[src/inc/stc_pkg.sv]
// Shared constants for the stepper command controller.
// Assumes a 100 MHz core clock and 8N1 serial command frames.
package stc_pkg;
	localparam int unsigned STC_CLK_HZ     = 100_000_000;
	localparam int unsigned STC_BAUD_HZ    = 9600;
	localparam int unsigned STC_BIT_CYCLES = STC_CLK_HZ / STC_BAUD_HZ;
	localparam logic [26:0] STC_CLK_HZ_W   = 27'h5f5e100;

	// Frame layout
	localparam logic [2:0] STC_FRAME_LAST = 3'h7;
	localparam logic [7:0] STC_HDR        = 8'ha5;
	localparam logic [7:0] STC_REPLY_TAG  = 8'h7a;

	// Opcodes
	localparam logic [7:0] STC_OP_STOP       = 8'h49;
	localparam logic [7:0] STC_OP_START_SPD  = 8'h4c;
	localparam logic [7:0] STC_OP_STOP_SPD   = 8'h53;
	localparam logic [7:0] STC_OP_CUR_COMP   = 8'h4d;
	localparam logic [7:0] STC_OP_SPD_COMP   = 8'h50;
	localparam logic [7:0] STC_OP_FREERUN    = 8'h67;
	localparam logic [7:0] STC_OP_STALL_TRIG = 8'h5a;
	localparam logic [7:0] STC_OP_STALL_LEN  = 8'h54;
	localparam logic [7:0] STC_OP_STALL_CFG  = 8'h59;
	localparam logic [7:0] STC_OP_STALL_POS  = 8'h58;
	localparam logic [7:0] STC_OP_STALL_CLR  = 8'h70;
	localparam logic [7:0] STC_OP_PORT_RD    = 8'h78;
	localparam logic [7:0] STC_OP_PORT_WR    = 8'h79;
	localparam logic [7:0] STC_OP_STATUS1    = 8'h6a;
	localparam logic [7:0] STC_OP_STATUS2    = 8'h4f;
	localparam logic [7:0] STC_OP_SAVE       = 8'h74;
	localparam logic [7:0] STC_OP_STEP       = 8'h73;
	localparam logic [7:0] STC_OP_FIRST_LIMIT_STOP_CLR   = 8'h62;
	localparam logic [7:0] STC_OP_SECOND_LIMIT_STOP_CLR   = 8'h6c;
	localparam logic [7:0] STC_OP_MICROSTEP  = 8'h6d;
	localparam logic [7:0] STC_OP_SPEED_MODE = 8'h60;
	localparam logic [7:0] STC_OP_MAX_SPD    = 8'h56;
	localparam logic [7:0] STC_OP_EXT_ARM    = 8'h6b;
	localparam logic [7:0] STC_OP_DIR        = 8'h64;
	localparam logic [7:0] STC_OP_ADDR       = 8'h41;
	localparam logic [7:0] STC_OP_AUTO_DECAY = 8'h57;
	localparam logic [7:0] STC_OP_AUTORUN    = 8'h44;

	// Reset values and limits
	localparam logic [7:0]  STC_ADDR_RST      = 8'h01;
	localparam logic [15:0] STC_EDGE_SPD_RST  = 16'h0258;
	localparam logic [15:0] STC_MIN_SPD       = 16'h0041;
	localparam logic [15:0] STC_MAX_SPD_RST   = 16'h0bb8;
	localparam logic [15:0] STC_CUR_COMP_RST  = 16'h012c;
	localparam logic [15:0] STC_SPD_COMP_RST  = 16'h04e2;
	localparam logic [7:0]  STC_MICRO_RST     = 8'h10;
	localparam logic [7:0]  STC_MICRO_MAX     = 8'h80;
	localparam logic [6:0]  STC_PROG_MAX      = 7'h64;
	localparam logic [31:0] STC_ROT_MAX       = 32'h7fffffff;
	localparam logic [31:0] STC_DECEL_STEPS   = 32'h00000010;

	// Status word bit positions
	localparam int STC_S1_BUSY  = 0;
	localparam int STC_S1_FIRST_LIMIT_STOP  = 1;
	localparam int STC_S1_SECOND_LIMIT_STOP  = 2;
	localparam int STC_S1_DECAY = 3;
	localparam int STC_S1_STALL = 4;
	localparam int STC_S2_FREE  = 0;
	localparam int STC_S2_ARM1  = 1;
	localparam int STC_S2_ARM2  = 2;
	localparam int STC_S2_SPEED = 3;
	localparam int STC_S2_DIR   = 4;
	localparam int STC_S2_AUTO  = 5;

	// Stall configuration bits
	localparam int STC_CFG_EN   = 0;
	localparam int STC_CFG_STOP = 1;
	localparam int STC_CFG_IND  = 2;

	typedef enum logic [1:0] {STC_IDLE, STC_STEP, STC_SPEED, STC_DECEL}
		stc_motion_t;
endpackage : stc_pkg

[src/core/stc_top.sv]
// Command-level motion and status logic of a stepper controller.
// Assumes an analog stall comparator, current loop and parameter store
// outside; limit, stall and general inputs arrive asynchronously.
`timescale 1ns/1ps

// Notes on behaviour
// - Speed mode nonzero runs continuously; zero ramps down to stop.
// - Immediate stop halts without ramp and leaves speed mode.
// - Start and stop speeds default 600, refuse values below 65.
// - Step commands refused if start or stop speed exceeds maximum.
// - Current compensation factor, default 300, drives current loop.
// - Speed compensation factor, default 1250, shapes current waveform.
// - Freerun on ends motion, zeroes phase current, sets freerun flag.
// - Step commands discarded while freerun stays enabled.
// - Immediate stop keeps current on and sets no flag.
// - Stall trigger level, length and configuration each written apart.
// - Stall latches position; a read command returns it.
// - Stall clear resets the stall bit and drops the indicator.
// - An accepted step command clears a leftover stall flag.
// - Port read and write use the packed 12-bit field.
// - Port write changes the general output bits and the stall indicator.
// - Status one: busy, both stops, auto decay, stalled.
// - Status two: freerun, both arms, speed mode, direction, autorun.
// - Save command asks the store to keep parameters; use sparingly.
// - New bus address applies from the very next frame.
// - Standalone program runs from power-up while commands still served.
// - Program holds at most 100 instructions.
// - Rotate count 1 up to maximum; microstep only zero or powers of two 2 to 128.
// - Armed limit input low locks motor until its flag clears.
// - Step commands ignored while busy.
// - Stall configuration: enable, stop on stall, indicator on stall.
module stc_top
	import stc_pkg::*;
#(
	parameter int unsigned BIT_CYCLES = STC_BIT_CYCLES
) (
	// Clock and reset
	input  wire logic        clock,
	input  wire logic        reset,
	// Serial command line
	input  wire logic        uart_rx,
	output logic             uart_tx,
	// Motor drive
	output logic             step_pulse,
	output logic             step_direction,
	output logic             phase_current_on,
	output logic [7:0]       step_division,
	output logic [15:0]      current_comp_value,
	output logic [15:0]      speed_comp_value,
	// Stall sensing
	input  wire logic        stall_sense,
	output logic [8:0]       stall_trigger_level,
	output logic [5:0]       stall_length,
	output logic             stall_indicator_output,
	// Limit stops and general ports
	input  wire logic        first_limit_stop,
	input  wire logic        second_limit_stop,
	input  wire logic [4:0]  general_input,
	output logic [3:0]       general_output,
	// Parameter store and program engine
	output logic             save_request,
	input  wire logic        autorun_strap,
	input  wire logic        program_advance,
	output logic             program_running,
	output logic [6:0]       program_index
);
	import stc_pkg::*;

	function automatic logic div_ok(input logic [31:0] v);
		div_ok = (v == 32'h0) || (v >= 32'h2 && v <= {24'h0, STC_MICRO_MAX}
			&& (v & (v - 32'h1)) == 32'h0);
	endfunction : div_ok

	logic [7:0]  rx_byte;
	logic        rx_valid;
	logic        tx_ready;
	logic [8:0]  meta_reg;
	logic [8:0]  sync_reg;
	logic [7:0]  frame_reg [0:7];
	logic [2:0]  idx_reg;
	logic        frame_done_reg;
	logic [7:0]  addr_reg;
	logic        tx_active_reg;
	logic [2:0]  tx_cnt_reg;
	logic [7:0]  rep_addr_reg;
	logic [31:0] rep_data_reg;
	stc_motion_t state_reg;
	logic [31:0] steps_left_reg;
	logic [26:0] acc_reg;
	logic signed [31:0] pos_reg;
	logic [31:0] stall_pos_reg;
	logic [15:0] start_spd_reg;
	logic [15:0] stop_spd_reg;
	logic [15:0] max_spd_reg;
	logic [15:0] run_spd_reg;
	logic [2:0]  stall_cfg_reg;
	logic        freerun_reg;
	logic        arm1_reg;
	logic        arm2_reg;
	logic        first_limit_stop_flag_reg;
	logic        second_limit_stop_flag_reg;
	logic        stall_flag_reg;
	logic        decay_en_reg;
	logic        autorun_reg;
	logic [1:0]  boot_cnt_reg;

	logic [7:0]  sum;
	logic        cmd_valid;
	logic [7:0]  op;
	logic [31:0] data;
	logic        busy;
	logic        step_ok;
	logic        step_take;
	logic        speed_take;
	logic        first_limit_stop_trip;
	logic        second_limit_stop_trip;
	logic        stall_evt;
	logic        halt;
	logic [26:0] acc_sum;
	logic        tick;
	logic [4:0]  status1;
	logic [5:0]  status2;
	logic [11:0] port_word;
	logic [31:0] rdata;
	logic [7:0]  tx_byte;
	logic [7:0]  rep_sum;

	stc_uart_rx #(.BIT_CYCLES(BIT_CYCLES)) u_rx (
		.clock      (clock),
		.reset      (reset),
		.rx_pin     (uart_rx),
		.byte_data  (rx_byte),
		.byte_valid (rx_valid)
	);

	stc_uart_tx #(.BIT_CYCLES(BIT_CYCLES)) u_tx (
		.clock      (clock),
		.reset      (reset),
		.byte_in    (tx_byte),
		.byte_valid (tx_active_reg),
		.byte_ready (tx_ready),
		.tx_pin     (uart_tx)
	);

	// Two-flop synchronisers: {strap, stall, limit2, limit1, inputs}
	always_ff @(posedge clock or posedge reset)
	begin
		if (reset)
		begin
			meta_reg <= 9'h07f;
			sync_reg <= 9'h07f;
		end
		else
		begin
			meta_reg <= {autorun_strap, stall_sense, second_limit_stop,
				first_limit_stop, general_input};
			sync_reg <= meta_reg;
		end
	end

	// Frame assembly; a wrong header byte resynchronises
	always_ff @(posedge clock or posedge reset)
	begin
		if (reset)
		begin
			idx_reg        <= 3'h0;
			frame_done_reg <= 1'b0;
			for (int i = 0; i < 8; i++)
				frame_reg[i] <= 8'h00;
		end
		else
		begin
			frame_done_reg <= 1'b0;
			if (rx_valid && (idx_reg != 3'h0 || rx_byte == STC_HDR))
			begin
				frame_reg[idx_reg] <= rx_byte;
				idx_reg            <= idx_reg + 3'h1;
				frame_done_reg     <= (idx_reg == STC_FRAME_LAST);
			end
		end
	end

	always_comb
	begin
		sum = 8'h00;
		for (int i = 0; i < 7; i++)
			sum = sum + frame_reg[i];
	end

	assign op   = frame_reg[2];
	assign data = {frame_reg[6], frame_reg[5], frame_reg[4], frame_reg[3]};
	// Frames arriving mid-reply are dropped: host waits for each answer
	assign cmd_valid = frame_done_reg && sum == frame_reg[7] &&
		frame_reg[1] == addr_reg && !tx_active_reg;

	assign busy = (state_reg != STC_IDLE);
	assign step_ok = !busy && !freerun_reg && !first_limit_stop_flag_reg
		&& !second_limit_stop_flag_reg && start_spd_reg <= max_spd_reg
		&& stop_spd_reg <= max_spd_reg;
	assign step_take = cmd_valid && op == STC_OP_STEP && step_ok &&
		data != 32'h0 && data <= STC_ROT_MAX;
	assign speed_take = cmd_valid && op == STC_OP_SPEED_MODE &&
		data != 32'h0 && !freerun_reg && !first_limit_stop_flag_reg && !second_limit_stop_flag_reg;
	assign first_limit_stop_trip = arm1_reg && !sync_reg[5];
	assign second_limit_stop_trip = arm2_reg && !sync_reg[6];
	assign stall_evt = stall_cfg_reg[STC_CFG_EN] && sync_reg[7] && busy;
	assign halt = (cmd_valid && op == STC_OP_STOP)
		|| (cmd_valid && op == STC_OP_FREERUN && data != 32'h0)
		|| first_limit_stop_trip || second_limit_stop_trip
		|| (stall_evt && stall_cfg_reg[STC_CFG_STOP]);

	// Rate generator: one-cycle step enable at run_spd_reg pulses/s
	assign acc_sum = acc_reg + {11'h000, run_spd_reg};
	assign tick    = busy && acc_sum >= STC_CLK_HZ_W;

	always_ff @(posedge clock or posedge reset)
	begin
		if (reset)
			acc_reg <= 27'h0;
		else if (!busy)
			acc_reg <= 27'h0;
		else if (tick)
			acc_reg <= acc_sum - STC_CLK_HZ_W;
		else
			acc_reg <= acc_sum;
	end

	// Motion state
	always_ff @(posedge clock or posedge reset)
	begin
		if (reset)
		begin
			state_reg      <= STC_IDLE;
			steps_left_reg <= 32'h0;
			run_spd_reg    <= 16'h0;
			step_pulse     <= 1'b0;
			pos_reg        <= 32'sh0;
		end
		else
		begin
			step_pulse <= 1'b0;
			if (halt)
				state_reg <= STC_IDLE;
			else
			begin
				case (state_reg)
				STC_IDLE:
					if (step_take)
					begin
						state_reg      <= STC_STEP;
						steps_left_reg <= data;
						run_spd_reg    <= max_spd_reg;
					end
					else if (speed_take)
					begin
						state_reg   <= STC_SPEED;
						run_spd_reg <= data[15:0];
					end
				STC_SPEED:
					if (cmd_valid && op == STC_OP_SPEED_MODE)
					begin
						if (data == 32'h0)
						begin
							state_reg      <= STC_DECEL;
							steps_left_reg <= STC_DECEL_STEPS;
							run_spd_reg    <= stop_spd_reg;
						end
						else
							run_spd_reg <= data[15:0];
					end
				STC_STEP, STC_DECEL:
					if (tick && steps_left_reg == 32'h1)
						state_reg <= STC_IDLE;
				default:
					state_reg <= STC_IDLE;
				endcase
				if (tick)
				begin
					step_pulse <= 1'b1;
					pos_reg    <= step_direction ? pos_reg + 32'sh1
						: pos_reg - 32'sh1;
					if (state_reg != STC_SPEED)
						steps_left_reg <= steps_left_reg - 32'h1;
				end
			end
		end
	end

	// Status flags; a setting event wins over a clear in the same cycle
	always_ff @(posedge clock or posedge reset)
	begin
		if (reset)
		begin
			first_limit_stop_flag_reg          <= 1'b0;
			second_limit_stop_flag_reg          <= 1'b0;
			stall_flag_reg         <= 1'b0;
			stall_indicator_output <= 1'b0;
			stall_pos_reg          <= 32'h0;
		end
		else
		begin
			if (first_limit_stop_trip)
				first_limit_stop_flag_reg <= 1'b1;
			else if (cmd_valid && op == STC_OP_FIRST_LIMIT_STOP_CLR)
				first_limit_stop_flag_reg <= 1'b0;
			if (second_limit_stop_trip)
				second_limit_stop_flag_reg <= 1'b1;
			else if (cmd_valid && op == STC_OP_SECOND_LIMIT_STOP_CLR)
				second_limit_stop_flag_reg <= 1'b0;
			if (stall_evt)
			begin
				stall_flag_reg <= 1'b1;
				stall_pos_reg  <= pos_reg;
			end
			else if ((cmd_valid && op == STC_OP_STALL_CLR) || step_take)
				stall_flag_reg <= 1'b0;
			if (stall_evt && stall_cfg_reg[STC_CFG_IND])
				stall_indicator_output <= 1'b1;
			else if (cmd_valid && op == STC_OP_STALL_CLR)
				stall_indicator_output <= 1'b0;
			else if (cmd_valid && op == STC_OP_PORT_WR)
				stall_indicator_output <= data[7];
		end
	end

	// Settings written by command
	always_ff @(posedge clock or posedge reset)
	begin
		if (reset)
		begin
			addr_reg            <= STC_ADDR_RST;
			start_spd_reg       <= STC_EDGE_SPD_RST;
			stop_spd_reg        <= STC_EDGE_SPD_RST;
			max_spd_reg         <= STC_MAX_SPD_RST;
			current_comp_value  <= STC_CUR_COMP_RST;
			speed_comp_value    <= STC_SPD_COMP_RST;
			stall_trigger_level <= 9'h000;
			stall_length        <= 6'h00;
			stall_cfg_reg       <= 3'h0;
			freerun_reg         <= 1'b0;
			phase_current_on    <= 1'b1;
			arm1_reg            <= 1'b0;
			arm2_reg            <= 1'b0;
			step_direction      <= 1'b1;
			decay_en_reg        <= 1'b0;
			step_division       <= STC_MICRO_RST;
			general_output      <= 4'h0;
			save_request        <= 1'b0;
		end
		else
		begin
			save_request     <= cmd_valid && op == STC_OP_SAVE;
			phase_current_on <= !freerun_reg;
			if (cmd_valid)
			begin
				case (op)
				STC_OP_ADDR:
					addr_reg <= data[7:0];
				STC_OP_START_SPD:
					if (data[15:0] >= STC_MIN_SPD && data[31:16] == 16'h0)
						start_spd_reg <= data[15:0];
				STC_OP_STOP_SPD:
					if (data[15:0] >= STC_MIN_SPD && data[31:16] == 16'h0)
						stop_spd_reg <= data[15:0];
				STC_OP_MAX_SPD:
					max_spd_reg <= data[15:0];
				STC_OP_CUR_COMP:
					current_comp_value <= data[15:0];
				STC_OP_SPD_COMP:
					speed_comp_value <= data[15:0];
				STC_OP_STALL_TRIG:
					stall_trigger_level <= data[8:0];
				STC_OP_STALL_LEN:
					stall_length <= data[5:0];
				STC_OP_STALL_CFG:
					stall_cfg_reg <= data[2:0];
				STC_OP_FREERUN:
					freerun_reg <= (data != 32'h0);
				STC_OP_EXT_ARM:
				begin
					arm1_reg <= data[0];
					arm2_reg <= data[1];
				end
				STC_OP_DIR:
					if (!busy)
						step_direction <= data[0];
				STC_OP_AUTO_DECAY:
					decay_en_reg <= data[0];
				STC_OP_MICROSTEP:
					if (div_ok(data))
						step_division <= data[7:0];
				STC_OP_PORT_WR:
					general_output <= data[6:3];
				default:
					;
				endcase
			end
		end
	end

	// Standalone program: strap caught after release, index below 100
	always_ff @(posedge clock or posedge reset)
	begin
		if (reset)
		begin
			boot_cnt_reg    <= 2'h0;
			autorun_reg     <= 1'b0;
			program_running <= 1'b0;
			program_index   <= 7'h00;
		end
		else
		begin
			if (boot_cnt_reg != 2'h3)
				boot_cnt_reg <= boot_cnt_reg + 2'h1;
			if (boot_cnt_reg == 2'h2)
			begin
				autorun_reg     <= sync_reg[8];
				program_running <= sync_reg[8];
			end
			else if (cmd_valid && op == STC_OP_AUTORUN)
				autorun_reg <= data[0];
			if (program_running && program_advance)
				program_index <= (program_index == STC_PROG_MAX - 7'h1)
					? 7'h00 : program_index + 7'h1;
		end
	end

	assign status1 = {stall_flag_reg, decay_en_reg && !busy,
		second_limit_stop_flag_reg, first_limit_stop_flag_reg, busy};
	assign status2 = {autorun_reg, step_direction,
		state_reg == STC_SPEED, arm2_reg, arm1_reg, freerun_reg};
	assign port_word = {sync_reg[6], sync_reg[5], sync_reg[4],
		sync_reg[3], stall_indicator_output, general_output, sync_reg[2:0]};

	always_comb
	begin
		case (op)
		STC_OP_STATUS2:   rdata = {26'h0, status2};
		STC_OP_STALL_POS: rdata = stall_pos_reg;
		STC_OP_PORT_RD:   rdata = {20'h0, port_word};
		STC_OP_STALL_CFG: rdata = {29'h0, stall_cfg_reg};
		STC_OP_STALL_LEN: rdata = {26'h0, stall_length};
		STC_OP_STALL_TRIG: rdata = {23'h0, stall_trigger_level};
		default:          rdata = {27'h0, status1};
		endcase
	end

	// Reply: a5 7a addr d0 d1 d2 d3 checksum
	assign rep_sum = STC_HDR + STC_REPLY_TAG + rep_addr_reg +
		rep_data_reg[7:0] + rep_data_reg[15:8] + rep_data_reg[23:16] +
		rep_data_reg[31:24];

	always_comb
	begin
		case (tx_cnt_reg)
		3'h0:    tx_byte = STC_HDR;
		3'h1:    tx_byte = STC_REPLY_TAG;
		3'h2:    tx_byte = rep_addr_reg;
		3'h3:    tx_byte = rep_data_reg[7:0];
		3'h4:    tx_byte = rep_data_reg[15:8];
		3'h5:    tx_byte = rep_data_reg[23:16];
		3'h6:    tx_byte = rep_data_reg[31:24];
		default: tx_byte = rep_sum;
		endcase
	end

	always_ff @(posedge clock or posedge reset)
	begin
		if (reset)
		begin
			tx_active_reg <= 1'b0;
			tx_cnt_reg    <= 3'h0;
			rep_addr_reg  <= 8'h00;
			rep_data_reg  <= 32'h0;
		end
		else if (cmd_valid)
		begin
			tx_active_reg <= 1'b1;
			tx_cnt_reg    <= 3'h0;
			rep_addr_reg  <= frame_reg[1];
			rep_data_reg  <= rdata;
		end
		else if (tx_active_reg && tx_ready)
		begin
			tx_cnt_reg <= tx_cnt_reg + 3'h1;
			if (tx_cnt_reg == STC_FRAME_LAST)
				tx_active_reg <= 1'b0;
		end
	end
endmodule : stc_top

[src/core/stc_uart_rx.sv]
// Serial byte receiver, 8N1, for the command line.
// Assumes the line idles high; the pin is synchronised here.
`timescale 1ns/1ps
module stc_uart_rx #(
	parameter int unsigned BIT_CYCLES = 10416
) (
	// Clock and reset
	input  wire logic       clock,
	input  wire logic       reset,
	// Line
	input  wire logic       rx_pin,
	// Received byte
	output logic [7:0]      byte_data,
	output logic            byte_valid
);
	logic        meta_reg;
	logic        line_reg;
	logic        active_reg;
	logic [15:0] cnt_reg;
	logic [3:0]  bit_reg;
	logic [7:0]  shift_reg;

	always_ff @(posedge clock or posedge reset)
	begin
		if (reset)
		begin
			meta_reg <= 1'b1;
			line_reg <= 1'b1;
		end
		else
		begin
			meta_reg <= rx_pin;
			line_reg <= meta_reg;
		end
	end

	always_ff @(posedge clock or posedge reset)
	begin
		if (reset)
		begin
			active_reg <= 1'b0;
			cnt_reg    <= 16'h0000;
			bit_reg    <= 4'h0;
			shift_reg  <= 8'h00;
			byte_data  <= 8'h00;
			byte_valid <= 1'b0;
		end
		else
		begin
			byte_valid <= 1'b0;
			if (!active_reg)
			begin
				// Start with a half bit so samples sit mid-bit
				if (!line_reg)
				begin
					active_reg <= 1'b1;
					cnt_reg    <= 16'(BIT_CYCLES / 2);
					bit_reg    <= 4'h0;
				end
			end
			else if (cnt_reg != 16'h0000)
				cnt_reg <= cnt_reg - 16'h0001;
			else
			begin
				cnt_reg <= 16'(BIT_CYCLES - 1);
				bit_reg <= bit_reg + 4'h1;
				if (bit_reg == 4'h0 && line_reg)
					active_reg <= 1'b0;
				else if (bit_reg == 4'h9)
				begin
					active_reg <= 1'b0;
					byte_data  <= shift_reg;
					byte_valid <= line_reg;
				end
				else if (bit_reg != 4'h0)
					shift_reg <= {line_reg, shift_reg[7:1]};
			end
		end
	end
endmodule : stc_uart_rx

[src/core/stc_uart_tx.sv]
// Serial byte transmitter, 8N1, for reply frames.
// Assumes the caller holds byte_valid until byte_ready accepts it.
`timescale 1ns/1ps
module stc_uart_tx #(
	parameter int unsigned BIT_CYCLES = 10416
) (
	// Clock and reset
	input  wire logic       clock,
	input  wire logic       reset,
	// Byte to send
	input  wire logic [7:0] byte_in,
	input  wire logic       byte_valid,
	output logic            byte_ready,
	// Line
	output logic            tx_pin
);
	logic [15:0] cnt_reg;
	logic [3:0]  bit_reg;
	logic [8:0]  shift_reg;

	always_ff @(posedge clock or posedge reset)
	begin
		if (reset)
		begin
			byte_ready <= 1'b1;
			tx_pin     <= 1'b1;
			cnt_reg    <= 16'h0000;
			bit_reg    <= 4'h0;
			shift_reg  <= 9'h1ff;
		end
		else if (byte_ready)
		begin
			if (byte_valid)
			begin
				byte_ready <= 1'b0;
				tx_pin     <= 1'b0;
				shift_reg  <= {1'b1, byte_in};
				cnt_reg    <= 16'(BIT_CYCLES - 1);
				bit_reg    <= 4'h0;
			end
		end
		else if (cnt_reg != 16'h0000)
			cnt_reg <= cnt_reg - 16'h0001;
		else if (bit_reg == 4'h9)
			byte_ready <= 1'b1;
		else
		begin
			tx_pin    <= shift_reg[0];
			shift_reg <= {1'b1, shift_reg[8:1]};
			bit_reg   <= bit_reg + 4'h1;
			cnt_reg   <= 16'(BIT_CYCLES - 1);
		end
	end
endmodule : stc_uart_tx

[config.mk]
export PLATFORM = sky130hd
export DESIGN_NAME = stc_top
export DESIGN_NICKNAME = d
export VERILOG_FILES = /design/src/inc/stc_pkg.sv /design/src/core/stc_top.sv /design/src/core/stc_uart_rx.sv /design/src/core/stc_uart_tx.sv
export SDC_FILE = /design/constraint.sdc
export NUM_CORES = 1
export LEC_CHECK = 0
export BUFFER_PORTS_ARGS = -buffer_cell sky130_fd_sc_hd__buf_2
export CORE_AREA = 2 2 154 307
export CTS_BUF_LIST = sky130_fd_sc_hd__clkbuf_4 sky130_fd_sc_hd__clkbuf_8
export DETAILED_ROUTE_END_ITERATION = 8
export DIE_AREA = 0 0 156 309
export PLACE_DENSITY = 0.77
export SETUP_SLACK_MARGIN = 0.1
export SYNTH_ARGS = -nofsm -noshare
export SYNTH_HDL_FRONTEND = slang
export SYNTH_SLANG_ARGS = --single-unit
[constraint.sdc]
create_clock -name clock -period 17.43 [get_ports clock]
set_input_delay 3.486 -clock clock [delete_from_list [all_inputs] [get_ports clock]]
set_output_delay 3.486 -clock clock [all_outputs]
set_load 0.005 [all_outputs]
Word-level counts from Yosys, hierarchy flattened --
Cells that the tools add are included.
Storage, ports and cells: bits in registers 483, logic and storage cells 345, output and inout port bits 73
Operators by class: mux-type cells 81, bitwise gates (word level) 7, reductions and logical operators 102, equal/unequal tests 59, order comparisons 9, add/subtract/negate cells 25
Operators by type and width (count):
- equality test 8 x 7 -> 1 bit (second input constant) | 26
- 2-to-1 mux 32 bit | 6
- case mux 32 bit (6 select lines) | 1
- 2-to-1 mux 16 bit | 11
- adder 8 bit | 10
- bitwise mux 64 bit | 1
- zero test 32 bit | 2
- case mux 32 bit (2 select lines) | 1
- subtractor 32 x 1 -> 32 bit (second input constant) | 2
- case mux 8 bit (7 select lines) | 1
- 2-to-1 mux 27 bit | 2
- logical AND 1 bit | 43
- 2-to-1 mux 9 bit | 4
- 2-to-1 mux 1 bit | 34
- adder 32 x 2 -> 32 bit (second input constant) | 1
- AND 32 bit | 1
- equality test 32 x 1 -> 1 bit (second input constant) | 1
- greater-or-equal comparator 32 x 2 -> 1 bit (second input constant) | 1
- <= comparator 16 bit | 2
- <= comparator 32 x 31 -> 1 bit (second input constant) | 1
- <= comparator 32 x 8 -> 1 bit (second input constant) | 1
- case mux 16 bit (2 select lines) | 1
- nonzero test 16 bit | 2
- nonzero test 32 bit | 1
- 51 further kinds | 127

Logic depth before layout (Yosys ltp) --
depth after elaboration 19, mapped depth 25

By module --
Synthesis repeated with hierarchy kept, for this count alone.
Second synthesis, totals: cell total of the unflattened synthesis 2708, area total of the unflattened synthesis 27465.1 µm²
Modules (own cells, without submodules):
- stc_top | instances 1, seq. area each 10362.4 µm², cells each 2367, area an instance 23862.9 µm²
- stc_uart_rx | instances 1, seq. area each 1003.5 µm², cells each 173, area an instance 1873.0 µm²
- stc_uart_tx | instances 1, seq. area each 763.2 µm², cells each 168, area an instance 1729.2 µm²

Worst setup path after synthesis --
OpenSTA, ideal clock, no wires.
path kind register to register, from register frame_reg, in the netlist op[0], to register run_spd_reg[12], stages on the path, launching flop included 23, arrival time 5.885 ns, setup slack 11.421 ns, setup time 0.125 ns, data required time 17.305 ns, period minus slack after synthesis 6.009 ns, cell sequence dfrtp_1 > clkbuf_1 > inv_1 > fa_1 > fa_1 > fa_1 > inv_1 > ha_1 > ha_1 > fa_1 > xnor2_1 > nand2_1 > or3b_2 > nor4_1 > nand3_1 > or3_1 > clkbuf_1 > nor2_1 > a31oi_1 > clkbuf_1 > o211ai_1 > buf_2 > mux2_2
On the way: word-level cells in the longest chain between the ends 17, elaborated cells between the ends (all ways) 35, those cells by class add/sub (5); eq/ne (7); mux (2); bitwise (1); reduce/logical (20)
RTL lines:
- start: declaration | RTL line stc_top.sv:79 | logic [7:0] frame_reg [0:7];
- start signal: indexed assignment | RTL line stc_top.sv:176 | frame_reg[idx_reg] <= rx_byte;
- parallel branches: the longest is 17 deep, another holds adder 8 bit
- end signal: assignment | RTL line stc_top.sv:252 | run_spd_reg <= max_spd_reg;
- end signal: assignment | RTL line stc_top.sv:257 | run_spd_reg <= data[15:0];
- end signal: assignment | RTL line stc_top.sv:266 | run_spd_reg <= stop_spd_reg;
- end: declaration | RTL line stc_top.sv:95 | logic [15:0] run_spd_reg;
Parallel ways; which one is timed is not known. A chain may end at the register's enable or synchronous reset.

Final worst setup path --
from register frame_reg, in the netlist data[2], to register pos_reg[12]
On the way: word-level cells in the longest chain between the ends 16, elaborated cells between the ends (all ways) 18, those cells by class add/sub (4); eq/ne (1); bitwise (1); reduce/logical (12)
RTL lines:
- adder 8 bit (4 in a row) | RTL line stc_top.sv:187 | sum = sum + frame_reg[i];
- equality test 8 bit | RTL line stc_top.sv:193 | assign cmd_valid = frame_done_reg && sum == frame_reg[7] &&
- logical AND 1 bit (2 in a row) | RTL line stc_top.sv:193
- logical AND 1 bit | RTL line stc_top.sv:194 | frame_reg[1] == addr_reg && !tx_active_reg;
- logical AND 1 bit (2 in a row) | RTL line stc_top.sv:208 | || (cmd_valid && op == STC_OP_FREERUN && data != 32'h0)
- logical OR 1 bit * | RTL line stc_top.sv:208
- logical OR 1 bit * (2 in a row) | RTL line stc_top.sv:209 | || first_limit_stop_trip || second_limit_stop_trip
- logical OR 1 bit * | RTL line stc_top.sv:210 | || (stall_evt && stall_cfg_reg[STC_CFG_STOP]);
- NOT 1 bit (no source line) *
- AND reduction 2 bit (no source line) *
- end signal: assignment | RTL line stc_top.sv:280 | pos_reg <= step_direction ? pos_reg + 32'sh1
- end: declaration | RTL line stc_top.sv:90 | logic signed [31:0] pos_reg;
Every way passes the cells marked *; elsewhere a longest branch is shown, timed or not.

==> reports/results.ini <==
[status]
status = finished, final reports clean

[yosys]
ys.flop_type = dfrtp_1
synth_top_area_frac = 0.398
ys_warn_count = 0
synth.largest_area_cell = dfrtp_1
synth_area_leaders = dfrtp_1, mux2_2, ha_1
syn-num-nets = 2830
postSynthAreaPerCell_um2 = 10.2
synthCells = 2638
syn_area_um2 = 26900
yosys_register_bits = 482
ys_types = 88
synth-edff-count = 0
yosysSeqAreaShare = 0.451
async_reset_ff_frac = 1.00

[timing]
skew_ns = 0.0307
fmax_mhz = 139
whs_ns = 0.352
tightest_slew_ns = 1.11
finalSetupTns_ns = 0
slew_violations = 0
relSlewSlack = 0.257
hold_viol = 0
rsz0062_at_grt = no
setup_viol = 0
min_period_ns = 7.19
min_period_over_period = 0.412

[route]
viasPerCell = 6.33
drc = 0
ant_nets = 0
wl_per_cell_um = 22.5
drtIter0Drc = 1525
dr.pass1.iters = 9
wirelength_um = 74800
num_vias = 21069

[power]
cellPowerDensity_nw_per_um2 = 73.7
cellLeakagePower_nw = 14.5
peakVddDrop_v = 0.0000698

[layout]
drive_above_1_share = 0.197
layout_commonest_cell = dfrtp_1
synthToLayoutAreaGrowth_pct = 9.14
final_cell_mix = dfrtp_1, nand2_1, mux2_2, o21ai_0, inv_1
fin_nets = 2898

[worst_hold_path]
hp-class = flop to flop

[global_route]
grt_pass1_vias = 22120
grt_start_max_net_pins = 160
antenna_found_initial = 2
grt_pass1_wl_um = 119000
track_usage = 0.321
grt-ovfl-total = 0

[place]
io_buffers = 85
dp_hpwl_um = 54800
gp_congestion = 0.964

[die]
num_rows = 111
die_h_um = 309
io_pins = 86
design.core.area_um2 = 45700
fp.dieW_um = 156
die-area_um2 = 48200
start_util = 0.589

[critical_path]
worstSetupPathType = flop to flop
endpoint_kind = flop
crit_arrival_ns = 7.70
worstPathMaxFanout = 59
cp-start-kind = flop
cp.required_ns = 17.95

[clock_network]
cts_sinks = 482
ctsHoldBuffers = 0
clockBufferDepth = 3
root_buffer = clkbuf_8
insertion_delay_ns = 0.65
clk_pin_slew_ns = 0.07
cts_tree = done
post_cts_buffers = 0
htreeDepth = 3
cts_resized = 0
cts_buffers = 68

[flow_run]
cap_violations = 0

## cell usage after synthesis (9+ instances only)
| cell type | count |
|---|---|
| o21ai_0 | 141 |
| and2_1 | 17 |
| nand4_1 | 29 |
| o31ai_1 | 9 |
| nand3_1 | 84 |
| or3_1 | 22 |
| o211ai_1 | 17 |
| a211oi_1 | 20 |
| nor4b_1 | 11 |
| nand2b_1 | 16 |
| xnor2_1 | 77 |
| o21a_1 | 12 |
| nand2_1 | 347 |
| fa_1 | 54 |
| dfstp_2 | 54 |
| or2_2 | 10 |
| mux2_2 | 207 |
| a31oi_1 | 14 |
| a22oi_1 | 19 |
| xor2_1 | 49 |
| o22ai_1 | 20 |
| a21o_1 | 56 |
| nor2b_1 | 13 |
| inv_1 | 141 |
| dfrtp_1 | 428 |
| nor2_1 | 120 |
| a21oi_1 | 116 |
| clkbuf_1 | 91 |
| buf_2 | 17 |
| nor4_1 | 32 |
| and3_1 | 26 |
| o21bai_1 | 13 |
| a32oi_1 | 9 |
| nor3_1 | 54 |
| o21ai_1 | 17 |
| ha_1 | 125 |
## critical path, cell delays in order (launching register included)
cell and delay [ns]:
dfrtp_1 0.78, fa_1 0.50, inv_1 0.08, fa_1 0.46
fa_1 0.55, inv_1 0.05, fa_1 0.51, fa_1 0.51
xnor2_1 0.26, nand2_1 0.08, or3b_2 0.47, nor4_1 0.29
nand3_1 0.11, or3_1 0.32, buf_4 0.26, nor2_1 0.43
a31oi_2 0.18, nand3_2 0.14, buf_4 0.50, inv_1 0.19
mux2_2 0.32
## cell families after synthesis
group                      share of synthesized area
and+or+nand+nor                                0.146
AOI/OAI and AO/OA                              0.135
DFF                                            0.451
buffers and inverters                         0.0381
muxes                                         0.0881
adders and majority gates                     0.0991
xor gates and xnor gates                      0.0420
## report_power, final
| group | leakage, nW | total (mW) | switching (mW) | internal, mW |
|---|---|---|---|---|
| sequential | 6.44 | 1.14 | 0.00858 | 1.13 |
| combinational | 7.24 | 0.0363 | 0.0274 | 0.00898 |
| clock | 0.799 | 0.990 | 0.449 | 0.542 |
## stage by stage
step | cells | utilization | instance area, um2 | power [mW] | setup slack [ns]
after floorplan | 2638 | - | 26900 | 1.18 | 0.584
after global placement | 3201 | 0.609 | 27800 | 1.19 | 10.55
after detailed placement | 3201 | 0.609 | 27800 | 1.19 | 10.35
after CTS | 3325 | 0.643 | 29400 | 2.18 | 10.32
after global routing | 3326 | 0.643 | 29400 | 2.23 | 9.82
final | 3326 | 0.643 | 29400 | 2.16 | 10.24
## layer usage
layer	global-route usage	vias up	routed length, um	share of wire
met4	0.256	2	6700	0.089
met3	0.0471	347	3860	0.052
met1	0.339	10375	25600	0.34
met2	0.565	850	38700	0.52
li1	-	9495	-	-
met5	0	-	11	0.00015
## final timing paths
| kind | from | end | slack [ns] | depth (start not counted) |
|---|---|---|---|---|
| min reg2reg | meta_reg[6]$_DFF_PP1_ | sync_reg[6]$_DFF_PP1_ | 0.35 | 0 |
| max | data[2]$_DFFE_PP0P_ | pos_reg[12]$_DFFE_PP0P_ | 10.24 | 20 |
| max reg2reg | data[2]$_DFFE_PP0P_ | pos_reg[12]$_DFFE_PP0P_ | 10.24 | 20 |
| min | meta_reg[6]$_DFF_PP1_ | sync_reg[6]$_DFF_PP1_ | 0.35 | 0 |
| max in group asynchronous | reset | sync_reg[7]$_DFF_PP0_ | 11.51 | 5 |
| min in group asynchronous | reset | u_rx.cnt_reg[0]$_DFFE_PP0P_ | 2.99 | 2 |
## area by class of cell
cell class              instances  area [um2]
diodes                          1        2.50
repair buffers                116         671
fillers                      3623       16300
clock buffers                 105        1310
multi-input cells            1895       13800
well taps                     565         707
inverters                     143         544
flip-flops and latches        482       12100
clock inverters                19         213
(Power assumes the default switching activity.)
